`src/dbc_pkg.sv`:
```
// dbc_pkg: constants for the dual bridge chopper control block
// assumes a 40 MHz system clock and a classic Wishbone register port
package dbc_pkg;

  // register byte addresses, one aligned 32-bit word each
  localparam logic [3:0] ADDR_CTRL = 4'h0;
  localparam logic [3:0] ADDR_STATUS = 4'h4;

  // control byte field positions
  localparam int A_CUR_HI = 5;
  localparam int A_CUR_LO = 4;
  localparam int A_PHASE = 3;
  localparam int B_CUR_HI = 2;
  localparam int B_CUR_LO = 1;
  localparam int B_PHASE = 0;
  localparam int CTRL_W = 6;

  // status field positions
  localparam int ST_OVL_N = 6;
  localparam int ST_SPARE = 7;

  // both bridges at zero current after reset
  localparam logic [CTRL_W-1:0] CTRL_RESET = 6'h36;

  // current field codes
  localparam logic [1:0] CUR_ZERO = 2'h3;
  localparam logic [1:0] CUR_LOW = 2'h2;
  localparam logic [1:0] CUR_MID = 2'h1;
  localparam logic [1:0] CUR_FULL = 2'h0;

  // timing: blanking window after each sink turn-on
  localparam int MCLK_PERIOD_NS = 25;
  localparam int BLANK_TIME_NS = 1000;
  localparam int BLANK_W = 6;
  localparam logic [BLANK_W-1:0] BLANK_CYC =
    BLANK_W'((BLANK_TIME_NS + MCLK_PERIOD_NS - 1) / MCLK_PERIOD_NS);
  localparam logic [BLANK_W-1:0] BLANK_ONE = 6'h01;
  localparam logic [BLANK_W-1:0] BLANK_NONE = 6'h00;

  localparam logic [31:0] WORD_ZERO = 32'h0000_0000;

endpackage

```
`src/dbc_chopper.sv`:
```
// dbc_chopper: two bridge chopper control with a Wishbone register port
// assumes oscillator, comparator and overload pins are asynchronous to mclk
//
// Behaviour
// RULE_01 - bridge A polarity bit high drives A output one high, low reverses
// RULE_02 - bridge B polarity bit high drives B output one high, low reverses
// RULE_03 - bridge A current from bits five and four, bridge B from two and one
// RULE_04 - codes: 11 zero, 10 about 60 mA, 01 about 550 mA, 00 full scale
// RULE_05 - code 10 uses internal reference; other nonzero codes use sense resistor
// RULE_06 - code 11 holds all four drivers off regardless of comparator
// RULE_07 - leaving code 11 turns on the diagonal chosen by phase bit
// RULE_08 - comparator trip turns off the active sink transistor
// RULE_09 - next oscillator trigger turns sink on again
// RULE_10 - comparator ignored for a blanking window after each sink turn-on
// RULE_11 - on-time duty above 85 percent at 25 kHz; bridges may overlap
// RULE_12 - phase change turns off both transistors of old diagonal
// RULE_13 - bridge A starts at oscillator maximum, bridge B at minimum
// RULE_14 - stopped oscillator never turns a tripped bridge back on
// RULE_15 - an external chopping clock may replace the oscillator
// RULE_16 - source overload turns bridge off and sets overload flag
// RULE_17 - after overload the bridge stays off until a new control write
// RULE_18 - overload flag clears at the end of a control write
// RULE_19 - both bridges share one flag with no bridge indication
// RULE_20 - host isolates a fault by turning one bridge off
// RULE_21 - overload reported as status bit six low
// RULE_22 - control byte applied at end of write and held until next
// RULE_23 - threshold follows latched current field after each blanking window
`timescale 1ns/1ps
`default_nettype none

module dbc_bridge
  import dbc_pkg::*;
(
  input wire logic mclk, // system clock
  input wire logic rstn, // async reset, active low
  input wire logic phase, // latched polarity bit
  input wire logic [1:0] curField, // latched current field
  input wire logic trig, // one-cycle oscillator trigger for this bridge
  input wire logic cmp, // synchronised current comparator
  input wire logic ovlIn, // synchronised source overload
  input wire logic newWrite, // one-cycle end of control write
  output logic outOne, // high-side drive of output one
  output logic outTwo, // high-side drive of output two
  output logic sinkSwitchLeft, // sink drive under output one
  output logic sinkSwitchRight, // sink drive under output two
  output logic spikeBlank, // comparator blanking active
  output logic [1:0] threshSel, // threshold code in use
  output logic refInternal, // internal reference selected
  output logic ovlLatched // overload shutdown held
);

  typedef struct packed {
    logic sinkOn;
    logic decay;
    logic ovl;
    logic prevPhase;
    logic prevAct;
    logic [BLANK_W-1:0] blankCnt;
    logic [1:0] thresh;
  } dbc_bridge_t;

  dbc_bridge_t st;
  dbc_bridge_t next_st;
  logic zero;
  logic nextOvl;
  logic act;
  logic phaseChg;
  logic srcOn;

  // set beats the write-strobe clear, so a fresh overload is never lost
  assign zero = (curField == CUR_ZERO); // RULE_04
  assign nextOvl = ovlIn | (st.ovl & ~newWrite); // RULE_16 RULE_17
  assign act = ~zero & ~nextOvl; // RULE_06
  assign phaseChg = (phase != st.prevPhase);

  // chopping sequence: turn-on, blanking, comparator trip, retrigger
  always_comb
  begin
    next_st = st;
    next_st.ovl = nextOvl;
    next_st.prevPhase = phase;
    next_st.prevAct = act;
    if (!act)
    begin
      next_st.sinkOn = 1'b0; // RULE_06 RULE_16
      next_st.decay = 1'b0;
      next_st.blankCnt = BLANK_NONE;
      if (zero)
      begin
        next_st.thresh = CUR_ZERO; // RULE_06
      end
    end
    else if (phaseChg && st.prevAct)
    begin
      // both transistors off so current decays fast through the diodes
      next_st.sinkOn = 1'b0; // RULE_12
      next_st.decay = 1'b1; // RULE_12
      next_st.blankCnt = BLANK_NONE;
    end
    else if ((trig && !st.sinkOn) || !st.prevAct) // RULE_11
    begin
      // no trigger, no turn-on once running: a stopped oscillator leaves it off
      // a trigger while the sink conducts is no turn-on; restarting the
      // blanking there would hide the comparator for good on a fast clock
      next_st.sinkOn = 1'b1; // RULE_07 RULE_09 RULE_14
      next_st.decay = 1'b0;
      next_st.blankCnt = BLANK_CYC; // RULE_10
    end
    else if (st.blankCnt != BLANK_NONE)
    begin
      next_st.blankCnt = st.blankCnt - BLANK_ONE; // RULE_10
      if (st.blankCnt == BLANK_ONE)
      begin
        next_st.thresh = curField; // RULE_23
      end
    end
    else if (cmp && st.sinkOn)
    begin
      next_st.sinkOn = 1'b0; // RULE_08
    end
  end

  // state register
  always_ff @(posedge mclk or negedge rstn)
  begin
    if (!rstn)
    begin
      st <= '{sinkOn: 1'b0, decay: 1'b0, ovl: 1'b0, prevPhase: 1'b0,
              prevAct: 1'b0, blankCnt: BLANK_NONE, thresh: CUR_ZERO};
    end
    else
    begin
      st <= next_st;
    end
  end

  // drives decoded from registered state; phase high picks output one high
  assign srcOn = st.prevAct & ~st.decay;
  assign outOne = srcOn & st.prevPhase; // RULE_01 RULE_02
  assign outTwo = srcOn & ~st.prevPhase; // RULE_01 RULE_02
  assign sinkSwitchRight = st.sinkOn & st.prevPhase; // RULE_07
  assign sinkSwitchLeft = st.sinkOn & ~st.prevPhase; // RULE_07
  assign spikeBlank = (st.blankCnt != BLANK_NONE);
  assign threshSel = st.thresh;
  assign refInternal = (st.thresh == CUR_LOW); // RULE_05
  assign ovlLatched = st.ovl;
endmodule // dbc_bridge

module dbc_chopper
  import dbc_pkg::*;
(
  input wire logic mclk, // 40 MHz system clock
  input wire logic rstn, // async reset, active low
  input wire logic wb_cyc_i, // wishbone cycle
  input wire logic wb_stb_i, // wishbone strobe
  input wire logic wb_we_i, // wishbone write enable
  input wire logic [3:0] wb_adr_i, // wishbone byte address
  input wire logic [31:0] wb_dat_i, // wishbone write data
  input wire logic [3:0] wb_sel_i, // wishbone byte selects
  output logic [31:0] wb_dat_o, // wishbone read data
  output logic wb_ack_o, // wishbone acknowledge
  input wire logic oscIn, // chopping oscillator level, own or external
  input wire logic cmpA, // bridge A current comparator
  input wire logic cmpB, // bridge B current comparator
  input wire logic srcOvlA, // bridge A source overload detect
  input wire logic srcOvlB, // bridge B source overload detect
  output logic bridgeAOutOne, // bridge A high side, output one
  output logic bridgeAOutTwo, // bridge A high side, output two
  output logic bridgeASinkSwitchLeft, // bridge A sink, output one side
  output logic bridgeASinkSwitchRight, // bridge A sink, output two side
  output logic bridgeBOutOne, // bridge B high side, output one
  output logic bridgeBOutTwo, // bridge B high side, output two
  output logic bridgeBSinkSwitchLeft, // bridge B sink, output one side
  output logic bridgeBSinkSwitchRight, // bridge B sink, output two side
  output logic spikeBlankOne, // bridge A blanking
  output logic spikeBlankTwo, // bridge B blanking
  output logic [1:0] threshSelA, // bridge A threshold code
  output logic [1:0] threshSelB, // bridge B threshold code
  output logic refInternalA, // bridge A internal reference
  output logic refInternalB, // bridge B internal reference
  output logic overcurrentFlag // shared overload flag, high when set
);

  typedef struct packed {
    logic oscMeta;
    logic oscSync;
    logic oscPrev;
    logic [1:0] cmpMeta;
    logic [1:0] cmpSync;
    logic [1:0] ovlMeta;
    logic [1:0] ovlSync;
    logic [CTRL_W-1:0] ctrl;
    logic ack;
    logic [31:0] datOut;
  } dbc_top_t;

  dbc_top_t st;
  dbc_top_t next_st;
  logic req;
  logic wrCtrl;
  logic trigA;
  logic trigB;
  logic ovlA;
  logic ovlB;
  logic [31:0] statusWord;

  // the oscillator may be any push-pull clock; only its edges matter
  assign trigA = st.oscSync & ~st.oscPrev; // RULE_13 RULE_15
  assign trigB = ~st.oscSync & st.oscPrev; // RULE_13 RULE_15

  // a write is taken at the edge where ack is high, as the master samples it
  assign req = wb_cyc_i & wb_stb_i;
  assign wrCtrl = req & wb_we_i & st.ack & (wb_adr_i == ADDR_CTRL) & wb_sel_i[0];

  // one flag for both bridges, reported active low
  assign overcurrentFlag = ovlA | ovlB; // RULE_19

  always_comb
  begin
    statusWord = WORD_ZERO;
    statusWord[ST_SPARE] = 1'b1;
    statusWord[ST_OVL_N] = ~overcurrentFlag; // RULE_21
  end

  // synchronisers, register file and bus answer
  always_comb
  begin
    next_st = st;
    next_st.oscMeta = oscIn;
    next_st.oscSync = st.oscMeta;
    next_st.oscPrev = st.oscSync;
    next_st.cmpMeta = {cmpB, cmpA};
    next_st.cmpSync = st.cmpMeta;
    next_st.ovlMeta = {srcOvlB, srcOvlA};
    next_st.ovlSync = st.ovlMeta;
    next_st.ack = req & ~st.ack;
    if (wrCtrl)
    begin
      next_st.ctrl = wb_dat_i[CTRL_W-1:0]; // RULE_22
    end
    if (req && !st.ack && !wb_we_i)
    begin
      // unmapped addresses read as zero but are still acknowledged
      unique case (wb_adr_i)
        ADDR_CTRL: next_st.datOut = {26'h000_0000, st.ctrl};
        ADDR_STATUS: next_st.datOut = statusWord;
        default: next_st.datOut = WORD_ZERO;
      endcase
    end
  end

  always_ff @(posedge mclk or negedge rstn)
  begin
    if (!rstn)
    begin
      st <= '{oscMeta: 1'b0, oscSync: 1'b0, oscPrev: 1'b0, cmpMeta: 2'h0,
              cmpSync: 2'h0, ovlMeta: 2'h0, ovlSync: 2'h0, ctrl: CTRL_RESET,
              ack: 1'b0, datOut: WORD_ZERO};
    end
    else
    begin
      st <= next_st;
    end
  end

  assign wb_ack_o = st.ack;
  assign wb_dat_o = st.datOut;

  // bridge A: phase bit three, current bits five and four
  dbc_bridge uBridgeA (
    .mclk(mclk),
    .rstn(rstn),
    .phase(st.ctrl[A_PHASE]), // RULE_01
    .curField({st.ctrl[A_CUR_HI], st.ctrl[A_CUR_LO]}), // RULE_03
    .trig(trigA),
    .cmp(st.cmpSync[0]),
    .ovlIn(st.ovlSync[0]),
    .newWrite(wrCtrl), // RULE_17 RULE_18
    .outOne(bridgeAOutOne),
    .outTwo(bridgeAOutTwo),
    .sinkSwitchLeft(bridgeASinkSwitchLeft),
    .sinkSwitchRight(bridgeASinkSwitchRight),
    .spikeBlank(spikeBlankOne),
    .threshSel(threshSelA),
    .refInternal(refInternalA),
    .ovlLatched(ovlA)
  );

  // bridge B: phase bit zero, current bits two and one
  dbc_bridge uBridgeB (
    .mclk(mclk),
    .rstn(rstn),
    .phase(st.ctrl[B_PHASE]), // RULE_02
    .curField({st.ctrl[B_CUR_HI], st.ctrl[B_CUR_LO]}), // RULE_03
    .trig(trigB),
    .cmp(st.cmpSync[1]),
    .ovlIn(st.ovlSync[1]),
    .newWrite(wrCtrl), // RULE_17 RULE_18
    .outOne(bridgeBOutOne),
    .outTwo(bridgeBOutTwo),
    .sinkSwitchLeft(bridgeBSinkSwitchLeft),
    .sinkSwitchRight(bridgeBSinkSwitchRight),
    .spikeBlank(spikeBlankTwo),
    .threshSel(threshSelB),
    .refInternal(refInternalB),
    .ovlLatched(ovlB)
  );
endmodule // dbc_chopper

`default_nettype wire

```
`config.mk`:
```
export PLATFORM = sky130hd
export DESIGN_NAME = dbc_chopper
export DESIGN_NICKNAME = d
export VERILOG_FILES = /design/src/dbc_pkg.sv /design/src/dbc_chopper.sv
export SDC_FILE = /design/constraint.sdc
export NUM_CORES = 1
export LEC_CHECK = 0
export BUFFER_PORTS_ARGS = -buffer_cell sky130_fd_sc_hd__buf_2
export CORE_ASPECT_RATIO = 1.1
export CORE_MARGIN = 1.5
export CORE_UTILIZATION = 44
export CTS_CLUSTER_DIAMETER = 80
export CTS_CLUSTER_SIZE = 40
export DETAILED_ROUTE_END_ITERATION = 8
export PLACE_DENSITY = 0.76
export SLEW_MARGIN = 5
export SYNTH_ARGS = -nofsm -noshare
export SYNTH_HDL_FRONTEND = slang
export SYNTH_SLANG_ARGS = --single-unit
export TNS_END_PERCENT = 5
```
`constraint.sdc`:
```
create_clock -name mclk -period 1.7 [get_ports mclk]
set_input_delay 0.34 -clock mclk [delete_from_list [all_inputs] [get_ports mclk]]
set_output_delay 0.34 -clock mclk [all_outputs]
set_load 0.01 [all_outputs]
```
==> summary.txt <==
Logic synthesis
  • Post-synth top area share: 42.8%
  • Synth cell count leaders: dfrtp_1, buf_4, nand2_1, nor2_1, o21ai_0
  • Synthesized area: 0.00257 sq mm
  • Synth area leader: dfrtp_1
  • Cells after Synth: 243
  • Synth Flop Type: dfrtp_1
  • Sequential area share after synthesis: 51.0%
  • Synth warn: 0
  • Synth cell types: 47
  • Asr flop ratio synth: 100%
  • Largest cells by area after synthesis: dfrtp_1, buf_4, dfstp_2
  • Top-count cell post-synth: dfrtp_1
  • Post-Syn Area per Cell: 10.6 sq um
  • Seq cells post-synth: 52
  • Number of synthesized flops with an enable pin: 0

Worst setup path
  • Worst path max stage delay: 0.48 ns
  • Critical path data arrival time: 2.00 ns
  • CP Cell Sequence: buf_6 > or4_4 > or4_4 > nand3_2 > and3_1
  • Crit end category: register
  • Reg2reg path depth: 5
  • Reg2Reg Setup Slack: -0.05 ns
  • Worst Path Class, Setup: register to register
  • Reg2reg start: uBridgeA.st[4]$_DFFE_PN0P_
  • Worst flop-to-flop path endpoint: uBridgeA.st[7]$_DFFE_PN0P_
  • Crit path required time: 1.95 ns
  • Buf/Inv on CP: 1
  • Slowest-stage cell, CP: or4_4
  • Worst path top cell family by delay: simple AND/OR/NAND/NOR gates
  • Element type at the critical path start: register
  • Crit-path max FO: 2
  • Most used cell, CP: or4_4

Global routing
  • Initial antenna violation count: 0
  • Gr usage total: 16.7%
  • Largest net degree at the start of global routing: 23
  • Vias in the first global route: 1771
  • First-pass GRT wire length: 7.91 mm
  • GRT overflow: 0

Floorplanning
  • Core area: 0.00570 sq mm
  • Horiz. Die Dim: 75.9 um
  • Initial core utilization: 45.1%
  • Die height: 83.2 um
  • Core Rows: 29
  • Die area: 0.00631 sq mm
  • Top Ports: 100

Detailed routing
  • Via count: 1858
  • Pre-antenna DRT Iters: 4
  • Final antenna-violating net count: 0
  • Number of DRC markers in iteration 0: 79
  • Drt drc: 0
  • Vias per cell: 4.89
  • WL per Instance: 12.9 um
  • Final wirelength: 4.91 mm

Finish
  • Design area: 0.00308 sq mm
  • Nets@finish: 356
  • Ant diodes: 0
  • Non-filler cells, final: 380
  • Synthesis-to-finish area growth: 19.9%
  • Util after Layout: 54.1%
  • Fillers: 525
  • Proportion of layout cells with a drive suffix above 1: 35.0%

Timing
  • Max-slew violations: 0
  • Final Hold Viols: 0
  • Maximum clock frequency: 572 MHz
  • Final period util: 103%
  • Final Skew: 0.00852 ns
  • Fin crit period: 1.75 ns
  • Post-route worst setup slack: -0.0491 ns
  • Unrepaired setup endpoints after global routing: yes
  • Setup Viol. Count Final: 3

Placed design
  • Placed standard-cell area: 0.00285 sq mm
  • Gpl congestion: 0.868
  • Placed Cells incl. Taps: 367
  • I/O Buffers: 46
  • Half-perimeter wire length after placement: 3.56 mm
  • Worst slack, placed: -0.201 ns

Clock network
  • Root buffer cell: clkbuf_8
  • CTS tree: done
  • Latest clock arrival within the worst-skew pair: 0.30 ns
  • # clock sinks: 52
  • H-tree depth: 2
  • CTS clk-pin slew, worst paths: 0.09 ns
  • CTS Buf Count: 5
  • Clock Path Buffers: 2

Job
  • # Max-Cap Violations: 0

Power
  • Worst vdd ir: 0.474 mV
  • Pwr/cell area: 727 mW/mm^2
  • Leak Pwr: 1.54 nW

Worst hold path
  • Hold EP: next_st[39]$_DFF_PN0_
  • Hold depth: 1
  • HP Class: primary input to register
  • Worst Min Path Start: srcOvlA

Run status
  • Status: complete, but fails checks
  • Failing checks: negative setup slack
## metal layers
layer  global-route usage, %  vias to the layer above  part of all wire (%)
li1                        -                      894                     -
met1                    20.0                      897                    43
met2                    27.6                       60                    50
met3                    4.13                        7                   5.0
met4                    7.47                        0                   2.0
met5                       0                        -                     0
## worst register-to-register path, stage by stage (launching register included)
cell and delay [ns]:
dfrtp_1 0.44, buf_6 0.14, or4_4 0.48, or4_4 0.43, nand3_2 0.07, and3_1 0.14
## power by group
group / internal [W] / switching [W] / total, W
logic: 0.0000474 / 0.0000803 / 0.000128
registers: 0.00126 / 0.0000145 / 0.00128
clock network: 0.000436 / 0.000403 / 0.000838
total: 0.00174 / 0.000497 / 0.00224
## stage by stage
| stage | TNS, ns | hold slack [ns] | total power (W) |
|---|---|---|---|
| final | -0.0895 | 0.136 | 0.00224 |
| after global routing | -0.270 | 0.122 | 0.00234 |
| after CTS | -0.120 | 0.131 | 0.00226 |
| after detailed placement | -2.82 | 0.295 | 0.00143 |
| after global placement | -2.44 | 0.293 | 0.00142 |
| after floorplan | -0.188 | 0.0444 | 0.00139 |
## how the worst max path moves through the flow
stage / from / to / slack, ns / depth (start not counted)
5_1_grt: uBridgeA.st[7]$_DFFE_PN0P_ / spikeBlankOne / -0.11 / 4
3_3_place_gp: wb_adr_i[2] / st[33]$_DFFE_PN0P_ / -0.20 / 4
6_report: uBridgeA.st[4]$_DFFE_PN0P_ / uBridgeA.st[7]$_DFFE_PN0P_ / -0.05 / 5
2_1_floorplan: wb_adr_i[2] / uBridgeB.threshSel[0]$_DFFE_PN1P_ / -0.06 / 4
3_5_place_dp: wb_adr_i[2] / st[36]$_DFFE_PN0P_ / -0.20 / 4
4_1_cts: uBridgeA.st[4]$_DFFE_PN0P_ / uBridgeA.st[7]$_DFFE_PN0P_ / -0.07 / 5
## flip-flops by register name, indices dropped and copies added, names as in the netlist
| register | count |
|---|---|
| uBridgeA.threshSel | 2 |
| wb_ack_o | 1 |
| uBridgeA.ovlLatched | 1 |
| st | 11 |
| wb_dat_o | 8 |
| next_st | 6 |
| uBridgeB.st | 10 |
| uBridgeA.st | 10 |
| uBridgeB.ovlLatched | 1 |
| uBridgeB.threshSel | 2 |
## cells by family (layout without fill, tap and decap cells)
group	Yosys count	in the layout	share of synthesized area (%)
xor+xnor	7	7	2.38
mux	6	6	2.63
other cells	1	24	0.146
flops	52	52	51.0
fa+ha+maj	4	4	1.95
compound gates	34	34	9.73
simple gates	91	91	19.9
buf+inv	48	85	12.3
## placed cells by master (no fill, tap or decap), types with 3 or more instances in the layout
cell and n:
o21ai_0 8, or4_4 3, buf_2 44, and3_1 7
mux2_2 5, nand3_1 4, ha_1 3, xnor2_1 5
clkbuf_8 5, inv_1 7, nor2_1 11, nand2_1 26
a221o_1 4, dfrtp_1 44, conb_1 24, nor3_1 4
and2_1 6, buf_4 21, dfstp_2 8, nor2b_1 5
buf_6 3, a211oi_1 3, a21oi_1 6, and3b_1 3
## area by class of cell
cell class	instances	area, sq um	area share [%]
Sequential cell	52	1310	42.5
Inverter	7	26.3	0.852
Timing Repair Buffer	70	442	14.3
Multi-Input combinational cell	166	1100	35.6
Clock buffer	5	68.8	2.23
Clock inverter	3	42.5	1.38
Tap cell	77	96.3	3.12
## what timing repair did
| action | in CTS | in global routing |
|---|---|---|
| setup buffers | 4 | 0 |
| setup endpoints to repair | 2 | 10 |
| endpoints found under the hold margin | 12 | 0 |
| pin swaps | 6 | 1 |
| cloned | 0 | 0 |
| hold buffers | 1 | 0 |
| gates resized for setup | 13 | 5 |
Note: power is estimated with default switching activity, not from simulation.
